==> src/inc/nfh_regs.svh <==
// Constants for the NAND flash host sequencer
// Behaviour
// Device floats bus when deselected or disabled
// Command latched on strobe rise with flag
// Address latched on strobe rise with flag
// Device ignores deselect while busy
// Output strobe fall advances column by one
// Device drives read byte while strobe low
// Bytes taken on input strobe rising edge
// Lockout low holds high voltage in reset
// Ready/busy low during array operations
// Ready/busy open drain, host pulls up
// Second select enables second die
// Address sent low byte first, 2+3 cycles
// Unused address bits driven to zero
// Device ignores surplus address cycles
// Sequential readout at 25ns per byte
// Program page 2K+64 bytes, about 200us
// Erase block 128K+4K bytes, about 1.5ms
// Device sequences program and erase itself
// Writes accepted only with select low
// Read and program use five address cycles
// Erase uses three row cycles only
// Setup command, addresses, execute command
// Device drivers off during command/address phases
`ifndef NFH_REGS_SVH
`define NFH_REGS_SVH
`define NFH_CLK_NS 100
`define NFH_SERIAL_NS 25
`define NFH_PHASE_CYC 1
`define NFH_PROG_US 200
`define NFH_ERASE_US 1500
`define NFH_PROG_CYC ((`NFH_PROG_US * 1000) / `NFH_CLK_NS)
`define NFH_ERASE_CYC ((`NFH_ERASE_US * 1000) / `NFH_CLK_NS)
`define NFH_COL_BYTES 2
`define NFH_ROW_BYTES 3
`define NFH_PAGE_BYTES 2112
`define NFH_OP_READ 2'h0
`define NFH_OP_PROG 2'h1
`define NFH_OP_ERASE 2'h2
`define NFH_CMD_READ1 8'h00
`define NFH_CMD_READ2 8'h30
`define NFH_CMD_PROG1 8'h80
`define NFH_CMD_PROG2 8'h10
`define NFH_CMD_ERASE1 8'h60
`define NFH_CMD_ERASE2 8'hD0
`define NFH_COL_HI_MASK 8'h0F
`define NFH_ROW_HI_MASK 8'h07
`endif

==> src/inc/nfh_pkg.sv <==
// Types for the NAND flash host sequencer
package nfh_pkg;
  typedef enum logic [3:0] {
    NFH_IDLE = 4'h0,
    NFH_CMD1 = 4'h1,
    NFH_ADDR = 4'h2,
    NFH_WDATA = 4'h3,
    NFH_CMD2 = 4'h4,
    NFH_BUSY = 4'h5,
    NFH_RDATA = 4'h6,
    NFH_RWAIT = 4'h7,
    NFH_DONE = 4'h8
  } nfh_state_t;
  typedef logic [1:0] nfh_op_t;
endpackage

==> src/rtl/nfh_host.sv <==
// Host sequencer driving a NAND flash over its strobes and shared bus
`timescale 1ns/1ps
`default_nettype none
`include "nfh_regs.svh"
module nfh_host #(
  parameter int PROG_CYC = `NFH_PROG_CYC,
  parameter int ERASE_CYC = `NFH_ERASE_CYC,
  parameter int PAGE_BYTES = `NFH_PAGE_BYTES
) (
  input wire logic ref_clk,
  input wire logic rst_b,
  input wire logic req_valid,
  output logic req_ready,
  input wire nfh_pkg::nfh_op_t req_op,
  input wire logic req_die,
  input wire logic [11:0] req_col,
  input wire logic [18:0] req_row,
  input wire logic [15:0] req_len,
  input wire logic wr_valid,
  output logic wr_ready,
  input wire logic [7:0] wr_data,
  output logic rd_valid,
  input wire logic rd_ready,
  output logic [7:0] rd_data,
  output logic done_pulse_ff,
  output logic timeout_ff,
  output logic die_one_select_n,
  output logic die_two_select_n,
  output logic cmd_phase,
  output logic addr_phase,
  output logic input_strobe_n,
  output logic output_strobe_n,
  output logic lockout_n,
  input wire logic [7:0] shared_bus_in,
  output logic [7:0] shared_bus_out,
  output logic shared_bus_oe,
  input wire logic die_one_ready_busy_n,
  input wire logic die_two_ready_busy_n
);
  import nfh_pkg::*;
  logic rst_s1_ff, rst_s2_ff;
  always_ff @(posedge ref_clk or negedge rst_b) begin
    if (!rst_b) begin
      rst_s1_ff <= 1'b0;
      rst_s2_ff <= 1'b0;
    end else begin
      rst_s1_ff <= 1'b1;
      rst_s2_ff <= rst_s1_ff;
    end
  end
  wire rst_n = rst_s2_ff;

  nfh_state_t state_ff;
  logic phase_ff;
  logic [2:0] abyte_ff;
  logic [39:0] addr_ff;
  logic [15:0] cnt_ff;
  logic [31:0] wait_ff;
  nfh_op_t op_ff;
  logic die_ff;
  logic [7:0] bus_ff;
  logic oe_ff, cle_ff, ale_ff, we_n_ff, re_n_ff, sel_ff;
  logic [1:0] rb_ff;

  // Two-entry read buffer so a receiver stall within one read loses no byte
  logic [7:0] buf_mem [0:1];
  logic wp_ff, rp_ff;
  logic [1:0] lvl_ff;
  wire buf_full = (lvl_ff == 2'h2);
  wire buf_push;
  wire buf_pop = rd_valid && rd_ready;
  assign rd_valid = (lvl_ff != 2'h0);
  assign rd_data = buf_mem[rp_ff];
  always_ff @(posedge ref_clk or negedge rst_n) begin
    if (!rst_n) begin
      wp_ff <= 1'b0;
      rp_ff <= 1'b0;
      lvl_ff <= 2'h0;
      buf_mem[0] <= 8'h00;
      buf_mem[1] <= 8'h00;
    end else begin
      if (buf_push) begin
        buf_mem[wp_ff] <= shared_bus_in;
        wp_ff <= ~wp_ff;
      end
      if (buf_pop) begin
        rp_ff <= ~rp_ff;
      end
      lvl_ff <= lvl_ff + {1'b0, buf_push} - {1'b0, buf_pop};
    end
  end

  // column bits then row bits, unused high bits zero
  wire [39:0] addr_img = {5'h00, req_row[18:16], req_row[15:0], 4'h0, req_col};
  wire [2:0] first_abyte = (req_op == `NFH_OP_ERASE) ? 3'h2 : 3'h0;
  wire ready_line = die_ff ? rb_ff[1] : rb_ff[0];
  wire [31:0] busy_len = (op_ff == `NFH_OP_PROG) ? PROG_CYC :
                         (op_ff == `NFH_OP_ERASE) ? ERASE_CYC : PROG_CYC;

  assign req_ready = (state_ff == NFH_IDLE);
  assign wr_ready = (state_ff == NFH_WDATA) && !phase_ff;
  // Each read byte costs at least three clocks, far slower than the 25ns minimum
  assign buf_push = (state_ff == NFH_RDATA) && phase_ff;

  always_ff @(posedge ref_clk or negedge rst_n) begin
    if (!rst_n) begin
      rb_ff <= 2'h0;
    end else begin
      rb_ff <= {die_two_ready_busy_n, die_one_ready_busy_n};
    end
  end

  always_ff @(posedge ref_clk or negedge rst_n) begin
    if (!rst_n) begin
      state_ff <= NFH_IDLE;
      phase_ff <= 1'b0;
      abyte_ff <= 3'h0;
      addr_ff <= 40'h0;
      cnt_ff <= 16'h0;
      wait_ff <= 32'h0;
      op_ff <= `NFH_OP_READ;
      die_ff <= 1'b0;
      bus_ff <= 8'h00;
      oe_ff <= 1'b0;
      cle_ff <= 1'b0;
      ale_ff <= 1'b0;
      we_n_ff <= 1'b1;
      re_n_ff <= 1'b1;
      sel_ff <= 1'b0;
      done_pulse_ff <= 1'b0;
      timeout_ff <= 1'b0;
    end else begin
      done_pulse_ff <= 1'b0;
      case (state_ff)
        NFH_IDLE: begin
          oe_ff <= 1'b0;
          sel_ff <= 1'b0;
          if (req_valid) begin
            op_ff <= req_op;
            die_ff <= req_die;
            addr_ff <= addr_img;
            abyte_ff <= first_abyte;
            cnt_ff <= (req_len > PAGE_BYTES[15:0]) ? PAGE_BYTES[15:0] : req_len;
            timeout_ff <= 1'b0;
            sel_ff <= 1'b1;
            state_ff <= NFH_CMD1;
            phase_ff <= 1'b0;
          end
        end
        NFH_CMD1, NFH_CMD2: begin
          // Low half drives strobe low, high half releases it to latch
          if (!phase_ff) begin
            cle_ff <= 1'b1;
            ale_ff <= 1'b0;
            oe_ff <= 1'b1;
            we_n_ff <= 1'b0;
            if (state_ff == NFH_CMD1) begin
              bus_ff <= (op_ff == `NFH_OP_PROG) ? `NFH_CMD_PROG1 :
                        (op_ff == `NFH_OP_ERASE) ? `NFH_CMD_ERASE1 : `NFH_CMD_READ1;
            end else begin
              bus_ff <= (op_ff == `NFH_OP_PROG) ? `NFH_CMD_PROG2 :
                        (op_ff == `NFH_OP_ERASE) ? `NFH_CMD_ERASE2 : `NFH_CMD_READ2;
            end
            phase_ff <= 1'b1;
          end else begin
            we_n_ff <= 1'b1;
            phase_ff <= 1'b0;
            if (state_ff == NFH_CMD1) begin
              state_ff <= NFH_ADDR;
            end else begin
              wait_ff <= 32'h0;
              state_ff <= NFH_BUSY;
            end
          end
        end
        NFH_ADDR: begin
          if (!phase_ff) begin
            cle_ff <= 1'b0;
            ale_ff <= 1'b1;
            we_n_ff <= 1'b0;
            bus_ff <= addr_ff[abyte_ff*8 +: 8];
            phase_ff <= 1'b1;
          end else begin
            we_n_ff <= 1'b1;
            phase_ff <= 1'b0;
            if (abyte_ff == 3'h4) begin
              // Flag stays up past the last strobe rise; the next state drops it
              state_ff <= (op_ff == `NFH_OP_PROG && cnt_ff != 16'h0) ? NFH_WDATA : NFH_CMD2;
            end else begin
              abyte_ff <= abyte_ff + 3'h1;
            end
          end
        end
        NFH_WDATA: begin
          if (!phase_ff) begin
            ale_ff <= 1'b0;
            if (wr_valid) begin
              bus_ff <= wr_data;
              we_n_ff <= 1'b0;
              phase_ff <= 1'b1;
            end
          end else begin
            we_n_ff <= 1'b1;
            phase_ff <= 1'b0;
            cnt_ff <= cnt_ff - 16'h1;
            if (cnt_ff == 16'h1) begin
              state_ff <= NFH_CMD2;
            end
          end
        end
        NFH_BUSY: begin
          // Device owns the sequence; host only waits for ready, chip stays selected
          wait_ff <= wait_ff + 32'h1;
          // Flag and bus were held one clock past the strobe rise for hold time
          cle_ff <= 1'b0;
          oe_ff <= 1'b0;
          if (wait_ff > `NFH_PHASE_CYC && ready_line) begin
            if (op_ff == `NFH_OP_READ && cnt_ff != 16'h0) begin
              state_ff <= NFH_RDATA;
              phase_ff <= 1'b0;
            end else begin
              state_ff <= NFH_DONE;
            end
          end else if (wait_ff > (busy_len << 2) + 32'h100) begin
            timeout_ff <= 1'b1;
            state_ff <= NFH_DONE;
          end
        end
        NFH_RDATA: begin
          if (!phase_ff) begin
            re_n_ff <= 1'b0;
            phase_ff <= 1'b1;
          end else begin
            re_n_ff <= 1'b1;
            phase_ff <= 1'b0;
            cnt_ff <= cnt_ff - 16'h1;
            state_ff <= (cnt_ff == 16'h1) ? NFH_DONE : NFH_RWAIT;
          end
        end
        NFH_RWAIT: begin
          // Hold the strobe high until the buffer has room
          if (!buf_full && !(lvl_ff == 2'h1 && !buf_pop)) begin
            state_ff <= NFH_RDATA;
          end else if (lvl_ff == 2'h1 && !buf_pop) begin
            state_ff <= NFH_RDATA;
          end
        end
        NFH_DONE: begin
          sel_ff <= 1'b0;
          done_pulse_ff <= 1'b1;
          state_ff <= NFH_IDLE;
        end
        default: begin
          state_ff <= NFH_IDLE;
        end
      endcase
    end
  end

  assign die_one_select_n = !(sel_ff && !die_ff);
  assign die_two_select_n = !(sel_ff && die_ff);
  assign cmd_phase = cle_ff;
  assign addr_phase = ale_ff;
  assign input_strobe_n = we_n_ff;
  assign output_strobe_n = re_n_ff;
  assign shared_bus_out = bus_ff;
  assign shared_bus_oe = oe_ff && re_n_ff;
  assign lockout_n = rst_n;
endmodule
`default_nettype wire

==> config.mk <==
export PLATFORM = sky130hd
export DESIGN_NAME = nfh_host
export DESIGN_NICKNAME = d
export VERILOG_FILES = /design/src/inc/nfh_pkg.sv /design/src/rtl/nfh_host.sv
export VERILOG_INCLUDE_DIRS = /design/src /design/src/inc
export SDC_FILE = /design/constraint.sdc
export NUM_CORES = 1
export LEC_CHECK = 0
export BUFFER_PORTS_ARGS = -buffer_cell sky130_fd_sc_hd__buf_2
export CAP_MARGIN = 20
export CORE_MARGIN = 2
export CORE_UTILIZATION = 40
export CTS_CLUSTER_SIZE = 20
export DETAILED_ROUTE_END_ITERATION = 8
export GPL_ROUTABILITY_DRIVEN = 0
export PLACE_DENSITY = 0.65
export SETUP_SLACK_MARGIN = 0.05
export SLEW_MARGIN = 20
export SYNTH_ARGS = -nofsm -noshare
export SYNTH_HDL_FRONTEND = slang
export SYNTH_SLANG_ARGS = --single-unit
==> constraint.sdc <==
create_clock -name ref_clk -period 4.7 [get_ports ref_clk]
set_input_delay 0.705 -clock ref_clk [delete_from_list [all_inputs] [get_ports ref_clk]]
set_output_delay 0.705 -clock ref_clk [all_outputs]
set_load 0.01 [all_outputs]
==> reports/metrics.yaml, run 1 <==
setup_path:
  crit_chain: "xor2_1, and2_1, nand2_1, nand2_1, o21ai_0, a221o_1"
  arrival_ns: 3.23
  path_buf_inv: 0
  cp_slowest_cell: "dfrtp_1"
  crit_family: "simple AND/OR/NAND/NOR gates"
  cp-end-kind: "flop"
  crit_type: "reg2reg"
  worstReg2RegStart: "state_ff[0]$_DFFE_PN0P_"
  r2r.worst_path.cells: 6
  rrSetupSlack_ns: 1.78
  endpoint: "cnt_ff[8]$_DFFE_PN0P_"
  cpMostUsedCell: "nand2_1"
  crit_path_max_incr_delay_ns: 0.95
  r2r_end: "cnt_ff[8]$_DFFE_PN0P_"
  crit_path_start: "state_ff[0]$_DFFE_PN0P_"
  required_ns: 5.01
  start_kind: "flop"
  crit_fanout: 31
  crit_cells: 6
pwr:
  power_leakage_nw: 3.84
  ir_drop_mv: 0.291
  power.internal_mw: 2.97
  p_switching_mw: 2.00
  pwr-share-seq_pct: 38.5
  pwr-share-clk_pct: 25.4
  combPwrFrac_pct: 36.1
  powerDensity_nw_per_um2: 609
  power_mw: 4.98
  switching_share_pct: 40.2
timing:
  maxSlewHeadroom_pct: 37.8
  fmax_mhz: 342
  slew_viol_final: 0
  setup-violations-final: 0
  fin_tns_setup_ns: 0
  post-route-min-period_ns: 2.92
  holdWs_ns: 0.0557
  timing_worst_slew_pin_value_ns: 0.934
  rsz0062_at_grt: "false"
  finalHoldViolCount: 0
  fin_skew_ns: 0.0156
  period_share_pct: 62.2
route:
  post-route-drc-count: 0
  routedWlPerCell_um: 15.5
  drtAntennaViolNets: 0
  wirelength_mm: 16.5
  first_iter_violations: 401
  via_count: 5652
  viasPerCell: 5.31
  firstDrtPassIters: 5
finish:
  n_fill_cell: 1643
  final_common_cell: "nand2_1"
  final_nets: 917
  syn_to_final_growth_pct: 18.3
  multi_input_area_um2: 3420
  layout-drive-gt1-share_pct: 22.4
  layout_common_cells: "nand2_1 (147), dfrtp_1 (127), buf_2 (101)"
  seq_area_um2: 3260
clock_tree:
  insertion_delay_ns: 0.42
  hold_buffers: 0
  cts_buffer_depth: 2
  clock_sinks: 130
  cts_buffers: 17
  path_clk_slew_ns: 0.06
  post_cts_buffers: 0
  htreeDepth: 4
  tritoncts: "yes"
  root_buffer: "clkbuf_16"
  cts_resized: 0
grt:
  track_usage_pct: 18.7
  grt_max_degree: 54
  antenna_found_initial: 1
  gr-total-overflow: 0
  grt_pass1_wl_mm: 27.1
  grt_pass1_vias: 5412
synth:
  synth-edff-count: 0
  synth_area_um2: 6910
  syn_inst: 733
  avgSynthCellArea_um2: 9.43
  synth_area_leaders: "dfrtp_1 (46%), nand2_1 (8.0%), mux2_2 (4.6%)"
  synth_cell_types: 69
  synth.yosys.seq_area_share_pct: 47.1
  ys_warn_count: 0
  yosysTopAreaCell: "dfrtp_1"
  ys_seq_elements: 130
  syn_nets: 825
  synth-async-reset-ratio_pct: 100
  synth_top_area_share_pct: 46.3
  synth_ff_type: "dfrtp_1"
floorplan:
  coreArea_um2: 17100
  dieArea_um2: 18300
  start_util_pct: 40.4
  ios: 102
  die_w_um: 135
  placementRows: 48
  die_h_um: 135
place:
  dp_hpwl_mm: 11.6
  io_buffers: 101
run_status:
  status: "finished clean"
hold_path:
  hold_path.class: "in2async"
job:
  cap_viol_max_count: 0
==> cell type report <==
class / instances / share of cell area [%]
Antenna cell: 1 / 0.0306
Sequential cell: 130 / 39.9
Inverter: 25 / 1.15
Timing Repair Buffer: 107 / 6.73
Tap cell: 225 / 3.44
Clock buffer: 17 / 5.20
Multi-Input combinational cell: 544 / 41.8
Clock inverter: 15 / 1.74
==> power groups by stage <==
stage	registers (mW)	clock network (mW)	logic, mW
after floorplan	1.73	0	1.44
after global placement	1.92	0	1.75
after detailed placement	1.93	0	1.78
after CTS	1.91	1.29	1.80
after global routing	1.98	1.34	2.03
final	1.91	1.26	1.80
==> cell usage after synthesis, drive strengths merged (4+ instances only) <==
library cell	count
nand2b	4
a21oi	20
a211oi	4
mux4	4
nand3	29
buf	14
xor2	21
a221oi	4
clkbuf	20
and2	6
inv	25
or3	7
and4	8
a22oi	4
dfrtp	128
nor2b	5
nor3	22
xnor2	10
nand2	147
nor4	15
a221o	4
and3	8
a31oi	6
o21ai	41
mux2i	8
mux2	28
nor2	58
a32oi	4
nand4	15
ha	19
==> metrics by stage <==
stage	instances	setup WS (ns)	util (%)	cell area [um2]
floorplan	733	0.731	-	6910
global placement	1030	1.96	44.4	7600
detailed placement	1030	1.81	44.4	7600
CTS	1062	1.84	47.7	8170
global route	1064	1.52	47.8	8180
finish	1064	1.78	47.8	8180
==> worst min path at each step <==
stage                             start                      to  slack, ns
floorplan           rst_s1_ff$_DFF_PN0_     lockout_n$_DFF_PN0_       0.33
global placement    lockout_n$_DFF_PN0_  cnt_ff[13]$_DFFE_PN0P_       0.30
detailed placement  lockout_n$_DFF_PN0_  cnt_ff[15]$_DFFE_PN0P_       0.30
CTS                               rst_b     lockout_n$_DFF_PN0_       0.04
global route                      rst_b     lockout_n$_DFF_PN0_       0.04
finish                            rst_b     lockout_n$_DFF_PN0_       0.06
==> state kept, by name (all words and copies together), names as in the netlist, 2 cells and up <==
| name | count |
|---|---|
| addr_ff | 31 |
| wait_ff | 32 |
| state_ff | 4 |
| cnt_ff | 16 |
| buf_mem | 16 |
| shared_bus_out | 8 |
| op_ff | 2 |
| rb_ff | 2 |
| lvl_ff | 2 |
| abyte_ff | 3 |
==> worst register-to-register path, delay by kind of cell (launching register included) <==
family,cells,cell delay (ns)
flops,1,0.95
simple gates,3,1.08
xor+xnor,1,0.34
compound gates,2,0.44
==> routing by layer <==
layer  global-route usage, %  vias up  part of all wire [%]
li1                        -     2784                     -
met1                    25.3     2733                    47
met2                    30.0      122                    48
met3                    4.26       13                   3.8
met4                    6.02        0                   1.0
met5                       0        -                     0
==> kinds of logic after synthesis <==
logic type,count (synthesis),share of synthesized area (%)
buffers and inverters,59,3.42
AND/OR/NAND/NOR,336,23.7
AO/OA/AOI/OAI,117,11.4
other,1,0.0542
multiplexers,40,7.02
flip-flops,130,47.1
adder cells (fa/ha/maj),19,3.44
XOR/XNOR,31,3.93
No activity file was read; power rests on OpenSTA's default activity.
==> run 2: changes to the inputs <==
--- a/config.mk
+++ b/config.mk
@@ -13,7 +13,7 @@
 export CTS_CLUSTER_SIZE = 20
 export DETAILED_ROUTE_END_ITERATION = 8
 export GPL_ROUTABILITY_DRIVEN = 0
-export PLACE_DENSITY = 0.65
+export PLACE_DENSITY = 0.68
 export SETUP_SLACK_MARGIN = 0.05
 export SLEW_MARGIN = 20
 export SYNTH_ARGS = -nofsm -noshare
==> constraint.sdc (replaced) <==
create_clock -name ref_clk -period 2.3 [get_ports ref_clk]
set_input_delay 0.345 -clock ref_clk [delete_from_list [all_inputs] [get_ports ref_clk]]
set_output_delay 0.345 -clock ref_clk [all_outputs]
set_load 0.01 [all_outputs]
==> reports/metrics.yaml, run 2 (synthesis gave the netlist of run 1 again) <==
floorplan:
  placementRows: 48
  dieArea_um2: 18300
  die_h_um: 135
  ios: 102
  coreArea_um2: 17100
  start_util_pct: 40.4
  die_w_um: 135
job:
  cap_viol_max_count: 0
hold_path:
  min-delay-start: "die_one_ready_busy_n"
  hold_path.class: "in2reg"
  worstHoldEndpoint: "rb_ff[0]$_DFF_PN0_"
  holdPathStages: 1
route:
  wirelength_mm: 16.8
  firstDrtPassIters: 5
  via_count: 5801
  drtAntennaViolNets: 0
  first_iter_violations: 391
  post-route-drc-count: 0
  viasPerCell: 5.29
  routedWlPerCell_um: 15.3
pwr:
  powerDensity_nw_per_um2: 1270
  power_leakage_nw: 4.07
  power_mw: 11.0
  ir_drop_mv: 0.739
finish:
  top_regs: "wait_ff: 32 flops, addr_ff: 31 flops"
  n_fill_cell: 1577
  multi_input_area_um2: 3550
  final_area_um2: 8650
  num_antenna_cells: 0
  largest_reg_flops: 32
  regMostFlops: "wait_ff"
  layout_common_cells: "nand2_1 (147), dfrtp_1 (127), buf_2 (101)"
  final_nets: 951
  seq_area_um2: 3260
  syn_to_final_growth_pct: 25.1
  layout-drive-gt1-share_pct: 27.1
  final_common_cell: "nand2_1"
setup_path:
  path_buf_inv: 2
  cp-end-kind: "flop"
  r2r_end: "state_ff[1]$_DFFE_PN0P_"
  start_kind: "flop"
  arrival_ns: 2.60
  worstReg2RegStart: "op_ff[0]$_DFFE_PN0P_"
  crit_family: "simple AND/OR/NAND/NOR gates"
  crit_fanout: 4
  crit_type: "reg2reg"
  cp_slowest_cell: "dfrtp_1"
  required_ns: 2.60
  rrSetupSlack_ns: 0.005
  crit_path_max_incr_delay_ns: 0.38
  crit_chain: "inv_2, ha_4, inv_6, ha_4, and4b_1, and4_1, nand4_1, a21boi_2, a21oi_4, mux2_4"
  cpMostUsedCell: "ha_4"
  r2r.worst_path.cells: 10
place:
  io_buffers: 101
  dp_hpwl_mm: 11.8
  placed_cell_area_um2: 7830
  place_ws_ns: -0.00823
run_status:
  status: "finished clean"
clock_tree:
  path_clk_slew_ns: 0.06
  clock_sinks: 130
  cts_buffers: 17
  insertion_delay_ns: 0.42
  tritoncts: "yes"
  root_buffer: "clkbuf_16"
  cts_buffer_depth: 2
  htreeDepth: 4
timing:
  maxSlewHeadroom_pct: 56.9
  period_share_pct: 99.8
  holdWs_ns: 0.0326
  fin_skew_ns: 0.00763
  slew_viol_final: 0
  rsz0062_at_grt: "true"
  finalHoldViolCount: 0
  fmax_mhz: 436
  setup_slack_ns: 0.00458
  fin_tns_setup_ns: 0
  post-route-min-period_ns: 2.30
  setup-violations-final: 0
  timing_worst_slew_pin_value_ns: 0.646
grt:
  antenna_found_initial: 1
  track_usage_pct: 19.3
  grt_pass1_vias: 5623
  gr-total-overflow: 0
  grt_max_degree: 103
  grt_pass1_wl_mm: 28.1
[run 2: cell types whose count changed in the layout (fill, tap and decap cells not counted), moves of 4 or more]
cell and change:
bufinv_16 +4, ha_4 +7, ha_1 -7, buf_4 +32
[run 2: timing repair]
item	in CTS	in global routing
hold buffers	1	0
setup endpoints to repair	4	18
hold endpoints to repair	2	0
resized for setup	12	11
buffers inserted	2	3
pin swaps	4	8
[run 2: routing by layer]
| metal | vias to the layer above | global-route usage (%) | wire [um] |
|---|---|---|---|
| met2 | 144 | 30.7 | 7990 |
| met3 | 21 | 5.01 | 860 |
| met5 | - | 0 | 13 |
| met4 | 2 | 5.09 | 221 |
| met1 | 2795 | 26.4 | 7730 |
| li1 | 2839 | - | - |
[run 2: power breakdown]
group	leakage, nW	total, mW	switching, mW	internal [mW]
Sequential	1.66	3.70	0.644	3.06
Clock	0.308	2.91	1.06	1.86
Combinational	2.10	4.35	2.43	1.91
Total	4.07	11.0	4.13	6.83
[run 2: how the worst max path moves through the flow]
stage / from / end / slack (ns) / depth (start not counted)
final: op_ff[0]$_DFFE_PN0P_ / state_ff[1]$_DFFE_PN0P_ / 0.005 / 10
after global routing: op_ff[0]$_DFFE_PN0P_ / state_ff[0]$_DFFE_PN0P_ / -0.12 / 10
after CTS: op_ff[0]$_DFFE_PN0P_ / state_ff[0]$_DFFE_PN0P_ / 0.07 / 10
after detailed placement: op_ff[0]$_DFFE_PN0P_ / state_ff[0]$_DFFE_PN0P_ / -0.008 / 10
after global placement: op_ff[0]$_DFFE_PN0P_ / state_ff[2]$_DFFE_PN0P_ / 0.05 / 10
after floorplan: op_ff[0]$_DFFE_PN0P_ / state_ff[0]$_DFFE_PN0P_ / 0.08 / 10
[run 2: worst reg2reg max path: stages, from the launching register on]
cell and delay, ns:
dfrtp_1 0.38, inv_2 0.11, ha_4 0.17, inv_6 0.05, ha_4 0.26, and4b_1 0.22
and4_1 0.22, nand4_1 0.12, a21boi_2 0.23, a21oi_4 0.11, mux2_4 0.30
[run 2: final cells by class]
type                    instances  area share [%]
inverters                      25            1.14
repair buffers                141            9.49
clock buffers                  18            5.08
well taps                     225            3.25
flip-flops and latches        130            37.7
clock inverters                14            2.33
multi-input cells             544            41.0
[run 2: per-stage QoR]
step                      instances  util, %
after floorplan                 733        -
after global placement         1059     45.7
after detailed placement       1059     45.7
after CTS                      1094     50.0
after global routing           1097     50.5
final                          1097     50.5
